## src/pkg/fsp_cfg.svh

```systemverilog
// fsp_cfg.svh: offsets, field positions, reset values and timing counts
// assumes: included by the package and the host controller; 100 MHz core clock
`ifndef FSP_CFG_SVH
`define FSP_CFG_SVH

// register offsets (byte addresses, one aligned word each)
`define FSP_OFF_CTRL 12'h000
`define FSP_OFF_ADDR 12'h004
`define FSP_OFF_DATA 12'h008
`define FSP_OFF_STAT 12'h00C
`define FSP_OFF_RDAT 12'h010

// control register fields
`define FSP_CTRL_GO 0
`define FSP_CTRL_OP_LO 1
`define FSP_CTRL_OP_HI 3
`define FSP_CTRL_MODE 4

// status register fields
`define FSP_ST_BUSY 0
`define FSP_ST_DONE 1
`define FSP_ST_FAIL 2
`define FSP_ST_REJ 3
`define FSP_ST_PROT 4

// operation codes
`define FSP_OP_READ 3'h0
`define FSP_OP_WRITE 3'h1
`define FSP_OP_POLL 3'h2
`define FSP_OP_ERADD 3'h3
`define FSP_OP_PVER 3'h4

// flash status bit positions on the data bus
`define FSP_BIT_TOG 6
`define FSP_BIT_TMO 5
`define FSP_BIT_WIN 3
`define FSP_BIT_SETG 2

// reset command and reset values
`define FSP_CMD_RESET 8'hF0
`define FSP_RST_WORD 32'h0000_0000

// strobe timing: 60 ns pulse, well above the 5 ns glitch filter
`define FSP_T_PULSE_NS 60
`define FSP_CLK_NS 10
`define FSP_PULSE_CYC ((`FSP_T_PULSE_NS + `FSP_CLK_NS - 1) / `FSP_CLK_NS)

`endif

```

## src/pkg/fsp_pkg.sv

```systemverilog
// fsp_pkg.sv: types of the flash status host controller
// assumes: fsp_cfg.svh on the include path
`include "fsp_cfg.svh"
package fsp_pkg;

   // ---------------------------------------------
   // flash pin bundle
   // ---------------------------------------------
   typedef struct packed {
      logic ce_n;
      logic oe_n;
      logic we_n;
      logic hv_req;
      logic [19:0] addr;
      logic [7:0] dq_out;
      logic dq_oe;
   } fsp_pins_type;

   typedef enum logic [3:0] {
      FSP_IDLE, FSP_WSET, FSP_WPUL, FSP_WEND, FSP_RSET, FSP_RPUL, FSP_REND,
      FSP_DECIDE, FSP_RSTCMD
   } fsp_state_type;

   typedef enum logic [1:0] {
      FSP_PH_FIRST, FSP_PH_SECOND, FSP_PH_RECHECK, FSP_PH_WIN
   } fsp_phase_type;

   typedef struct packed {
      fsp_state_type st;
      fsp_phase_type ph;
      logic [2:0] op;
      logic mode;
      logic [3:0] cnt;
      logic [19:0] addr;
      logic [7:0] wdat;
      logic [7:0] prev;
      logic [7:0] rdat;
      logic busy;
      logic done;
      logic fail;
      logic rej;
      logic prot;
      fsp_pins_type pins;
      logic awr_ok;
      logic wr_ok;
      logic bvalid;
      logic rvalid;
      logic [31:0] rd;
   } fsp_state_vec_type;

endpackage

```

## src/rtl/fsp_host.sv

```systemverilog
// fsp_host.sv: host controller driving a parallel flash through its strobes
// assumes: AXI4-Lite master in the same clock; flash data pins are synchronous
//
// Register access over AXI4-Lite and the register addresses are this design's own decisions.
`include "fsp_cfg.svh"

module fsp_host (
   // clock, reset, enable
   input wire logic core_clk,
   input wire logic rst,
   input wire logic clk_en,
   // axi4-lite slave
   input wire logic [11:0] s_awaddr,
   input wire logic s_awvalid,
   output logic s_awready,
   input wire logic [31:0] s_wdata,
   input wire logic [3:0] s_wstrb,
   input wire logic s_wvalid,
   output logic s_wready,
   output logic [1:0] s_bresp,
   output logic s_bvalid,
   input wire logic s_bready,
   input wire logic [11:0] s_araddr,
   input wire logic s_arvalid,
   output logic s_arready,
   output logic [31:0] s_rdata,
   output logic [1:0] s_rresp,
   output logic s_rvalid,
   input wire logic s_rready,
   // flash pins
   output fsp_pkg::fsp_pins_type flash_pins,
   input wire logic [7:0] flash_dq_in
);
   import fsp_pkg::*;

   fsp_state_vec_type state_ff;
   fsp_state_vec_type nxt_state;
   logic aw_go;
   logic ar_go;
   logic [7:0] status_word;

   // -------------------------------------------------
   // bus handshakes
   // -------------------------------------------------
   // address and data are taken together so a write is never split
   // nothing is taken while frozen: a ready seen then would drop the request
   assign aw_go = clk_en && s_awvalid && s_wvalid && !state_ff.bvalid;
   assign ar_go = clk_en && s_arvalid && !state_ff.rvalid;
   assign s_awready = aw_go;
   assign s_wready = aw_go;
   assign s_arready = ar_go;
   assign s_bvalid = state_ff.bvalid;
   assign s_bresp = 2'b00;
   assign s_rvalid = state_ff.rvalid;
   assign s_rdata = state_ff.rd;
   assign s_rresp = 2'b00;
   assign flash_pins = state_ff.pins;
   assign status_word = {3'b000, state_ff.prot, state_ff.rej, state_ff.fail,
                         state_ff.done, state_ff.busy};

   // -------------------------------------------------
   // next state
   // -------------------------------------------------
   always_comb begin
      nxt_state = state_ff;
      // bus response channels
      if (state_ff.bvalid && s_bready) begin
         nxt_state.bvalid = 1'b0;
      end
      if (state_ff.rvalid && s_rready) begin
         nxt_state.rvalid = 1'b0;
      end
      if (ar_go) begin
         nxt_state.rvalid = 1'b1;
         case (s_araddr)
            `FSP_OFF_CTRL: nxt_state.rd = {27'h000_0000, state_ff.mode, state_ff.op, 1'b0};
            `FSP_OFF_ADDR: nxt_state.rd = {12'h000, state_ff.addr};
            `FSP_OFF_DATA: nxt_state.rd = {24'h00_0000, state_ff.wdat};
            `FSP_OFF_STAT: nxt_state.rd = {24'h00_0000, status_word};
            `FSP_OFF_RDAT: nxt_state.rd = {24'h00_0000, state_ff.rdat};
            default: nxt_state.rd = `FSP_RST_WORD;
         endcase
      end
      if (aw_go) begin
         nxt_state.bvalid = 1'b1;
         case (s_awaddr)
            `FSP_OFF_ADDR: if (s_wstrb != 4'h0) nxt_state.addr = s_wdata[19:0];
            `FSP_OFF_DATA: if (s_wstrb[0]) nxt_state.wdat = s_wdata[7:0];
            `FSP_OFF_CTRL: begin
               if (s_wstrb[0] && state_ff.st == FSP_IDLE) begin
                  nxt_state.op = s_wdata[`FSP_CTRL_OP_HI:`FSP_CTRL_OP_LO];
                  nxt_state.mode = s_wdata[`FSP_CTRL_MODE];
                  if (s_wdata[`FSP_CTRL_GO]) begin
                     nxt_state.busy = 1'b1;
                     nxt_state.done = 1'b0;
                     nxt_state.fail = 1'b0;
                     nxt_state.rej = 1'b0;
                     nxt_state.ph = FSP_PH_FIRST;
                     if (s_wdata[`FSP_CTRL_OP_HI:`FSP_CTRL_OP_LO] == `FSP_OP_ERADD) begin
                        nxt_state.ph = FSP_PH_WIN;
                     end
                     if (s_wdata[`FSP_CTRL_OP_HI:`FSP_CTRL_OP_LO] == `FSP_OP_WRITE) begin
                        nxt_state.st = FSP_WSET;
                     end else begin
                        nxt_state.st = FSP_RSET;
                     end
                  end
               end
            end
            default: ;
         endcase
      end
      // flash sequencer
      case (state_ff.st)
         FSP_IDLE: begin
            nxt_state.pins.ce_n = 1'b1;
            nxt_state.pins.oe_n = 1'b1;
            nxt_state.pins.we_n = 1'b1;
            nxt_state.pins.dq_oe = 1'b0;
         end
         FSP_WSET: begin
            nxt_state.pins.oe_n = 1'b1;
            nxt_state.pins.addr = state_ff.addr;
            nxt_state.pins.dq_out = state_ff.wdat;
            nxt_state.pins.dq_oe = 1'b1;
            nxt_state.pins.hv_req = state_ff.mode;
            nxt_state.cnt = 4'(`FSP_PULSE_CYC);
            nxt_state.st = FSP_WPUL;
         end
         FSP_WPUL: begin
            nxt_state.pins.ce_n = 1'b0;
            nxt_state.pins.we_n = 1'b0;
            nxt_state.cnt = state_ff.cnt - 4'h1;
            if (state_ff.cnt == 4'h1) begin
               nxt_state.st = FSP_WEND;
            end
         end
         FSP_WEND: begin
            // each write is one full cycle
            nxt_state.pins.we_n = 1'b1;
            nxt_state.pins.ce_n = 1'b1;
            nxt_state.pins.dq_oe = 1'b0;
            nxt_state.pins.hv_req = 1'b0;
            nxt_state.busy = 1'b0;
            nxt_state.done = 1'b1;
            nxt_state.st = FSP_IDLE;
         end
         FSP_RSET: begin
            nxt_state.pins.addr = state_ff.addr;
            nxt_state.pins.dq_oe = 1'b0;
            nxt_state.pins.hv_req = state_ff.mode && (state_ff.op == `FSP_OP_PVER);
            nxt_state.cnt = 4'(`FSP_PULSE_CYC);
            nxt_state.st = FSP_RPUL;
         end
         FSP_RPUL: begin
            nxt_state.pins.ce_n = 1'b0;
            nxt_state.pins.oe_n = 1'b0;
            nxt_state.cnt = state_ff.cnt - 4'h1;
            if (state_ff.cnt == 4'h1) begin
               nxt_state.rdat = flash_dq_in;
               nxt_state.prev = state_ff.rdat;
               nxt_state.st = FSP_REND;
            end
         end
         FSP_REND: begin
            nxt_state.pins.ce_n = 1'b1;
            nxt_state.pins.oe_n = 1'b1;
            nxt_state.pins.hv_req = 1'b0;
            nxt_state.st = FSP_DECIDE;
         end
         FSP_DECIDE: begin
            nxt_state.st = FSP_IDLE;
            nxt_state.busy = 1'b0;
            nxt_state.done = 1'b1;
            case (state_ff.op)
               `FSP_OP_PVER: begin
                  nxt_state.prot = state_ff.rdat[0];
               end
               `FSP_OP_ERADD: begin
                  nxt_state.rej = state_ff.rdat[`FSP_BIT_WIN];
               end
               `FSP_OP_POLL: begin
                  if (state_ff.ph == FSP_PH_FIRST) begin
                     nxt_state.ph = FSP_PH_SECOND;
                     nxt_state.st = FSP_RSET;
                     nxt_state.busy = 1'b1;
                     nxt_state.done = 1'b0;
                  end else if (state_ff.rdat[`FSP_BIT_TOG] == state_ff.prev[`FSP_BIT_TOG]) begin
                     nxt_state.fail = 1'b0;
                  end else if (state_ff.ph == FSP_PH_RECHECK) begin
                     nxt_state.fail = 1'b1;
                     nxt_state.st = FSP_RSTCMD;
                     nxt_state.busy = 1'b1;
                     nxt_state.done = 1'b0;
                  end else if (state_ff.rdat[`FSP_BIT_TMO]) begin
                     nxt_state.ph = FSP_PH_RECHECK;
                     nxt_state.st = FSP_RSET;
                     nxt_state.busy = 1'b1;
                     nxt_state.done = 1'b0;
                  end else begin
                     // still busy; software re-issues poll later
                     nxt_state.ph = FSP_PH_FIRST;
                     nxt_state.done = 1'b0;
                  end
               end
               default: ;
            endcase
         end
         FSP_RSTCMD: begin
            nxt_state.wdat = `FSP_CMD_RESET;
            nxt_state.st = FSP_WSET;
         end
         default: nxt_state.st = FSP_IDLE;
      endcase
   end

   // -------------------------------------------------
   // state register
   // -------------------------------------------------
   // reset leaves pins idle
   always_ff @(posedge core_clk) begin
      if (rst) begin
         state_ff <= '0;
         state_ff.st <= FSP_IDLE;
         state_ff.pins.ce_n <= 1'b1;
         state_ff.pins.oe_n <= 1'b1;
         state_ff.pins.we_n <= 1'b1;
      end else if (clk_en) begin
         state_ff <= nxt_state;
      end
   end

   // -------------------------------------------------
   // assertions
   // -------------------------------------------------
   property p_wr_inhibit;
      @(posedge core_clk) disable iff (rst)
      !state_ff.pins.we_n |-> (state_ff.pins.oe_n && !state_ff.pins.ce_n);
   endproperty
   a_wr_inhibit: assert property (p_wr_inhibit) else $error("write with oe low");

   property p_pulse_len;
      @(posedge core_clk) disable iff (rst)
      (clk_en && $fell(state_ff.pins.we_n)) |-> !state_ff.pins.we_n [*6];
   endproperty
   a_pulse_len: assert property (p_pulse_len) else $error("write pulse too short");

   property p_fail_reset;
      @(posedge core_clk) disable iff (rst)
      (state_ff.st == FSP_RSTCMD) |=> (state_ff.wdat == 8'hF0);
   endproperty
   a_fail_reset: assert property (p_fail_reset) else $error("no reset command");

   property p_prot;
      @(posedge core_clk) disable iff (rst)
      (clk_en && state_ff.st == FSP_DECIDE && state_ff.op == `FSP_OP_PVER)
      |=> (state_ff.prot == $past(state_ff.rdat[0]));
   endproperty
   a_prot: assert property (p_prot) else $error("protect bit wrong");

   property p_rej;
      @(posedge core_clk) disable iff (rst)
      (clk_en && state_ff.st == FSP_DECIDE && state_ff.op == `FSP_OP_ERADD)
      |=> (state_ff.rej == $past(state_ff.rdat[3]));
   endproperty
   a_rej: assert property (p_rej) else $error("window flag lost");

   property p_second_read;
      @(posedge core_clk) disable iff (rst)
      (clk_en && state_ff.st == FSP_DECIDE && state_ff.op == `FSP_OP_POLL
       && state_ff.ph == FSP_PH_FIRST) |=> (state_ff.st == FSP_RSET);
   endproperty
   a_second_read: assert property (p_second_read) else $error("single read poll");

   property p_hv_off;
      @(posedge core_clk) disable iff (rst)
      (state_ff.st == FSP_IDLE && $past(state_ff.st) == FSP_IDLE) |-> !state_ff.pins.hv_req;
   endproperty
   a_hv_off: assert property (p_hv_off) else $error("high voltage left on");

   property p_bresp;
      @(posedge core_clk) disable iff (rst)
      (clk_en && aw_go) |=> s_bvalid;
   endproperty
   a_bresp: assert property (p_bresp) else $error("no write response");

   c_write: cover property (@(posedge core_clk) state_ff.st == FSP_WEND);
   c_fail: cover property (@(posedge core_clk) state_ff.st == FSP_RSTCMD);
   c_poll_done: cover property (@(posedge core_clk) state_ff.done && state_ff.op == `FSP_OP_POLL);
endmodule

```

## config.mk

```make
export PLATFORM = sky130hd
export DESIGN_NAME = fsp_host
export DESIGN_NICKNAME = d
export VERILOG_FILES = /design/src/pkg/fsp_pkg.sv /design/src/rtl/fsp_host.sv
export VERILOG_INCLUDE_DIRS = /design/src /design/src/pkg
export SDC_FILE = /design/constraint.sdc
export NUM_CORES = 1
export LEC_CHECK = 0
export BUFFER_PORTS_ARGS = -buffer_cell sky130_fd_sc_hd__buf_2
export CORE_ASPECT_RATIO = 0.8
export CORE_UTILIZATION = 50
export CTS_BUF_LIST = sky130_fd_sc_hd__clkbuf_8
export DETAILED_ROUTE_END_ITERATION = 7
export GPL_TIMING_DRIVEN = 0
export PLACE_DENSITY = 0.77
export SYNTH_ARGS = -nofsm -noshare
export SYNTH_HDL_FRONTEND = slang
export SYNTH_SLANG_ARGS = --single-unit
```

## constraint.sdc

```tcl
create_clock -name core_clk -period 2.3 [get_ports core_clk]
set_input_delay 0.115 -clock core_clk [delete_from_list [all_inputs] [get_ports core_clk]]
set_output_delay 0.115 -clock core_clk [all_outputs]
set_load 0.01 [all_outputs]
```

==> Word-level counts from Yosys, hierarchy flattened <==
Index checks and enable logic that the tools add are counted.
{ "totals": {"regBits": 129} }
{ "classes": {"addsub": 1, "muxes": 48, "eq_ne": 22, "n_reduce_logical": 55} }
{ "op_table": {"columns": ["operator", "n"], "rows": [
  ["one-hot mux 20 bit (5 select lines)", 1],
  ["equality test 12 x 4 -> 1 bit, second input constant", 3],
  ["2-to-1 mux 33 bit", 1],
  ["2-to-1 mux 8 bit", 4],
  ["one-hot mux 4 bit (8 select lines)", 1],
  ["2-to-1 mux 10 bit", 3],
  ["2-to-1 mux 4 bit", 7],
  ["equality test 12 x 3 -> 1 bit, second input constant", 2],
  ["zero test 12 bit", 2],
  ["2-to-1 mux 6 bit", 4],
  ["AND reduction 2 bit", 11],
  ["nonzero test 2 bit", 10],
  ["equality test 4 x 3 -> 1 bit, second input constant", 4],
  ["nonzero test 3 bit", 5],
  ["2-to-1 mux 2 bit", 7],
  ["equality test 12 x 5 -> 1 bit, second input constant", 1],
  ["2-to-1 mux 3 bit", 4],
  ["AND reduction 4 bit", 3],
  ["equality test 3 x 2 -> 1 bit, second input constant", 3],
  ["logical AND 1 bit", 9],
  ["2-to-1 mux 1 bit", 9],
  ["OR reduction 3 bit", 3],
  ["equality test 4 x 1 -> 1 bit, second input constant", 2],
  ["equality test 4 x 2 -> 1 bit, second input constant", 2],
  ["17 further kinds", 25]
]} }

==> Logic depth before layout (Yosys ltp) <==
{ "logic_depth": {"ltp_word": 11, "ltp_mapped": 8} }

==> Least setup slack after synthesis <==
OpenSTA, ideal clock, no wires.
{ "synth_timing": {"path_type": "register to register", "from": "register state_ff[119] (netlist bit)", "to": "register state_ff[81] (netlist bit)", "setup_time_ns": 0.128, "stages_incl_launch_ff": 8, "path_slack_ns": 0.538, "arrival_ns": 1.634, "path_buffers": 1, "synth_period_minus_slack_ns": 1.762, "cell_sequence": "dfxtp_1 -> inv_1 -> ha_1 -> or3b_2 -> nor3_1 -> buf_2 -> mux2i_1 -> nor2_1"} }
{ "synth_between": {"elab_chain_len": 2} }
{ "synth_rtl": {"columns": ["element", "line_no", "source"], "rows": [
  ["from (decl)", "fsp_host.sv:36", "fsp_state_vec_type state_ff;"],
  ["from (signal assigned)", "fsp_host.sv:229", "state_ff <= nxt_state;"],
  ["equality test 4 x 1 -> 1 bit", "fsp_host.sv:159", "if (state_ff.cnt == 4'h1) begin"],
  ["AND reduction 3 bit (no line)", null, null]
]} }
No other way between the ends.
A chain may end at the register's enable or synchronous reset.

==> Worst setup path in the final report <==
{ "layout_timing": {"from": "register state_ff, in the netlist s_bvalid", "to": "register state_ff[107] (netlist bit)"} }
{ "layout_between": {"elab_chain_len": 3} }
{ "layout_rtl": {"columns": ["element", "line_no", "source"], "rows": [
  ["zero test 1 bit", "fsp_host.sv:47", "assign aw_go = clk_en && s_awvalid && s_wvalid && !state_ff.bvalid;"],
  ["logical AND 1 bit", "fsp_host.sv:47", null],
  ["AND reduction 4 bit (no line)", null, null]
]} }
No other way between the ends.

==> results.yml <==
critical_path:
  timing.critical_path.arrival_ns: 2.46
  r2r_cells: 6
  worstPathRequired_ns: 2.62
  r2r_slack_ns: 0.16
  endpoint_kind: "flop"
  start_kind: "flop"
  reg2reg_to: "state_ff[107]"
  crit_type: "flop to flop"
  path_max_fanout: 10
  rr_startpoint: "s_bvalid"
drt:
  drtIter0Drc: 464
  drt_wl_total_um: 16200
  drc_errors: 2
  drt-vias-per-instance: 5.39
  via_count: 5448
  ant_nets: 0
  wl_per_cell_um: 16.1
  drt_pass1_iterations: 7
clocking:
  cts.sinks: 111
  htree_num_levels: 3
  root_buffer: "clkbuf_8"
  postCtsSetupRepairBufs: 0
  clk_pin_slew_ns: 0.11
  clk_latency_ns: 0.39
  cts_tree: "done"
  clk_path_buf_depth: 2
  numCtsBuffers: 9
sta:
  hold_violations: 0
  min_period_ns: 2.14
  finClkSkew_ns: 0.0118
  grt_setup_unrepaired: "false"
  period_share_pct: 92.8
  maxSlewHeadroom_pct: 52.3
  finalSetupTns_ns: 0
  worst_pin_slew_ns: 0.715
  setup_viol: 0
  fmax_mhz: 468
  maxSlewViolCount: 0
die:
  floorplan.initialDensity_pct: 51.2
  die_y_um: 96.3
  row_count: 34
  chipWidth_um: 120
  ios: 150
  die_area_mm2: 0.0115
  coreArea_mm2: 0.0108
layout:
  fillers: 905
  area_growth_pct: 23.6
  nNetsFinal: 939
  final_cells: 1010
  post-route-util_pct: 63.3
  drive_gt1_share_pct: 28.1
  diodes: 0
logic_synthesis:
  synth.largest_area_cell: "dfxtp_1"
  yosysWarningCount: 0
  ys.flop_type: "dfxtp_1"
  yosys.area.top_type_share_pct: 40.0
  synth_edf_count: 0
  synth_area_per_cell_um2: 8.05
  yosysSeqAreaShare_pct: 40.0
  synth_cell_types: 63
  synthArstFlopShare_pct: 0
  synthCells: 690
  syn_area_mm2: 0.00556
  synth_area_leaders: "dfxtp_1 (40%), buf_4 (9.7%), nand2_1 (8.4%)"
  ys_ff_latch: 111
power:
  p_leak_nw: 2.88
  power.switching_w: 0.000868
  combPwrFrac_pct: 9.0
  ir_worst_vdd_mv: 0.290
  intPower_w: 0.00268
  switching_share_pct: 24.4
  pwr-share-clk_pct: 36.5
  seqPwrFrac_pct: 54.5
  power_density_mw_per_mm2: 517
  p_total_w: 0.00355
placement:
  place_congestion: 0.971
  hpwl_um: 12100
  portBuffers: 119
  dpl.cell_count: 968
grt:
  antenna_found_initial: 0
  grt_pass1_vias: 4939
  grt_use_total_pct: 28.3
  grt_max_degree: 19
  grt_overflow_total: 0
  grt_pass1_wl_um: 25000
status:
  violations: "DRC"
  outcome: "finished, violations left"
hold_path:
  hp-class: "input port to flop"
  worstHoldStart: "s_wdata[0]"
  holdPathEnd: "state_ff[98]"
  whs_path_depth: 3
flow_run:
  maxCapViolCount: 0
[per-stage QoR]
stage / cell area (um2) / worst slack [ns] / hold slack, ns
6_report: 6870 / 0.164 / 0.0143
5_1_grt: 6870 / 0.0722 / 0.0229
4_1_cts: 6870 / 0.185 / 0.00537
3_5_place_dp: 6390 / 0.226 / 0.360
3_3_place_gp: 6390 / 0.338 / 0.351
2_1_floorplan: 5610 / 0.538 / 0.241
[cell usage in the layout (no fill, tap or decap), types with 6 or more instances in the layout]
master           n
clkbuf_1        28
nand2b_1         6
dfxtp_1        111
nor2_1          48
a21oi_1         83
conb_1          16
clkbuf_8         9
dlygate4sd3_1   26
nor4_1           6
mux2i_1         16
a22oi_1          9
nand3_1         25
nand4b_1         7
a31oi_1          6
o21ai_0         11
buf_4           72
nor3_1          25
nand2_1        125
inv_1           12
buf_2          129
[synth_stat cells (6+ instances only)]
master and number:
nand2b_1 6, a31oi_1 6, a21oi_1 83, nor3_1 25, a22oi_1 9, nor4_1 6
nand2_1 125, buf_4 72, nand3_1 25, nand4b_1 7, nor2_1 48, inv_1 11
clkbuf_1 28, dfxtp_1 111, o21ai_0 11, mux2i_1 16, buf_2 10
[worst max-delay path by stage]
stage	from	cells after the start	to
2_1_floorplan	state_ff[119]	7	state_ff[81]
3_3_place_gp	s_bvalid	6	state_ff[105]
3_5_place_dp	s_bvalid	6	state_ff[100]
4_1_cts	s_bvalid	6	state_ff[100]
5_1_grt	s_bvalid	6	state_ff[100]
6_report	s_bvalid	6	state_ff[107]
[worst max-delay path, cell delays in order (launching register included)]
cell and delay, ns:
dfxtp_1 0.34, nand4b_4 0.20, or2_4 0.31, nor4_1 0.59, buf_2 0.34, nand2_1 0.12, a21oi_1 0.18
[repair_timing]
action | 4_1_cts | 5_1_grt
resized for setup | 0 | 0
hold endpoints to repair | 26 | 0
endpoints found under the setup margin | 0 | 0
hold buffers | 26 | 0
[logic make-up (layout without fill, tap and decap cells)]
kind of cell    count (synthesis)  in the layout  synth area share, %
flops                         111            111                 40.0
other cells                     1             16               0.0675
buf+inv                       125            286                 13.9
xor+xnor                        5              5                0.788
compound gates                140            140                 15.0
mux                            21             21                 3.89
fa+ha+maj                       2              2                0.450
simple gates                  285            285                 25.8
[power groups by stage]
stage	Clock (W)	Sequential, W	Combinational (W)
floorplan	0	0.00198	0.000160
global placement	0	0.00198	0.000271
detailed placement	0	0.00198	0.000277
CTS	0.00131	0.00194	0.000312
global route	0.00139	0.00194	0.000346
finish	0.00129	0.00194	0.000321
[state kept, by name, summed over array words and instances (netlist names)]
| signal | flops |
|---|---|
| state_ff | 56 |
| flash_pins | 33 |
| s_rdata | 20 |
| s_bvalid | 1 |
| s_rvalid | 1 |
[cell type report]
class | instances | area [um2] | area share (%)
clock inverters | 7 | 96.3 | 1.40
well taps | 144 | 180 | 2.62
inverters | 12 | 45.0 | 0.656
repair buffers | 145 | 856 | 12.5
multi-input cells | 469 | 2620 | 38.1
plain buffers | 113 | 729 | 10.6
clock buffers | 9 | 124 | 1.80
flip-flops and latches | 111 | 2220 | 32.3
[routing by layer]
metal,vias up,global-route usage [%],routed length [um],share of wire (%)
met3,22,6.40,1480,9.1
met4,0,10.3,274,1.7
met1,2531,37.1,7050,43
li1,2627,-,-,-
met2,268,45.9,7420,46
met5,-,0,0,0
No activity file was read; power rests on OpenSTA's default activity.
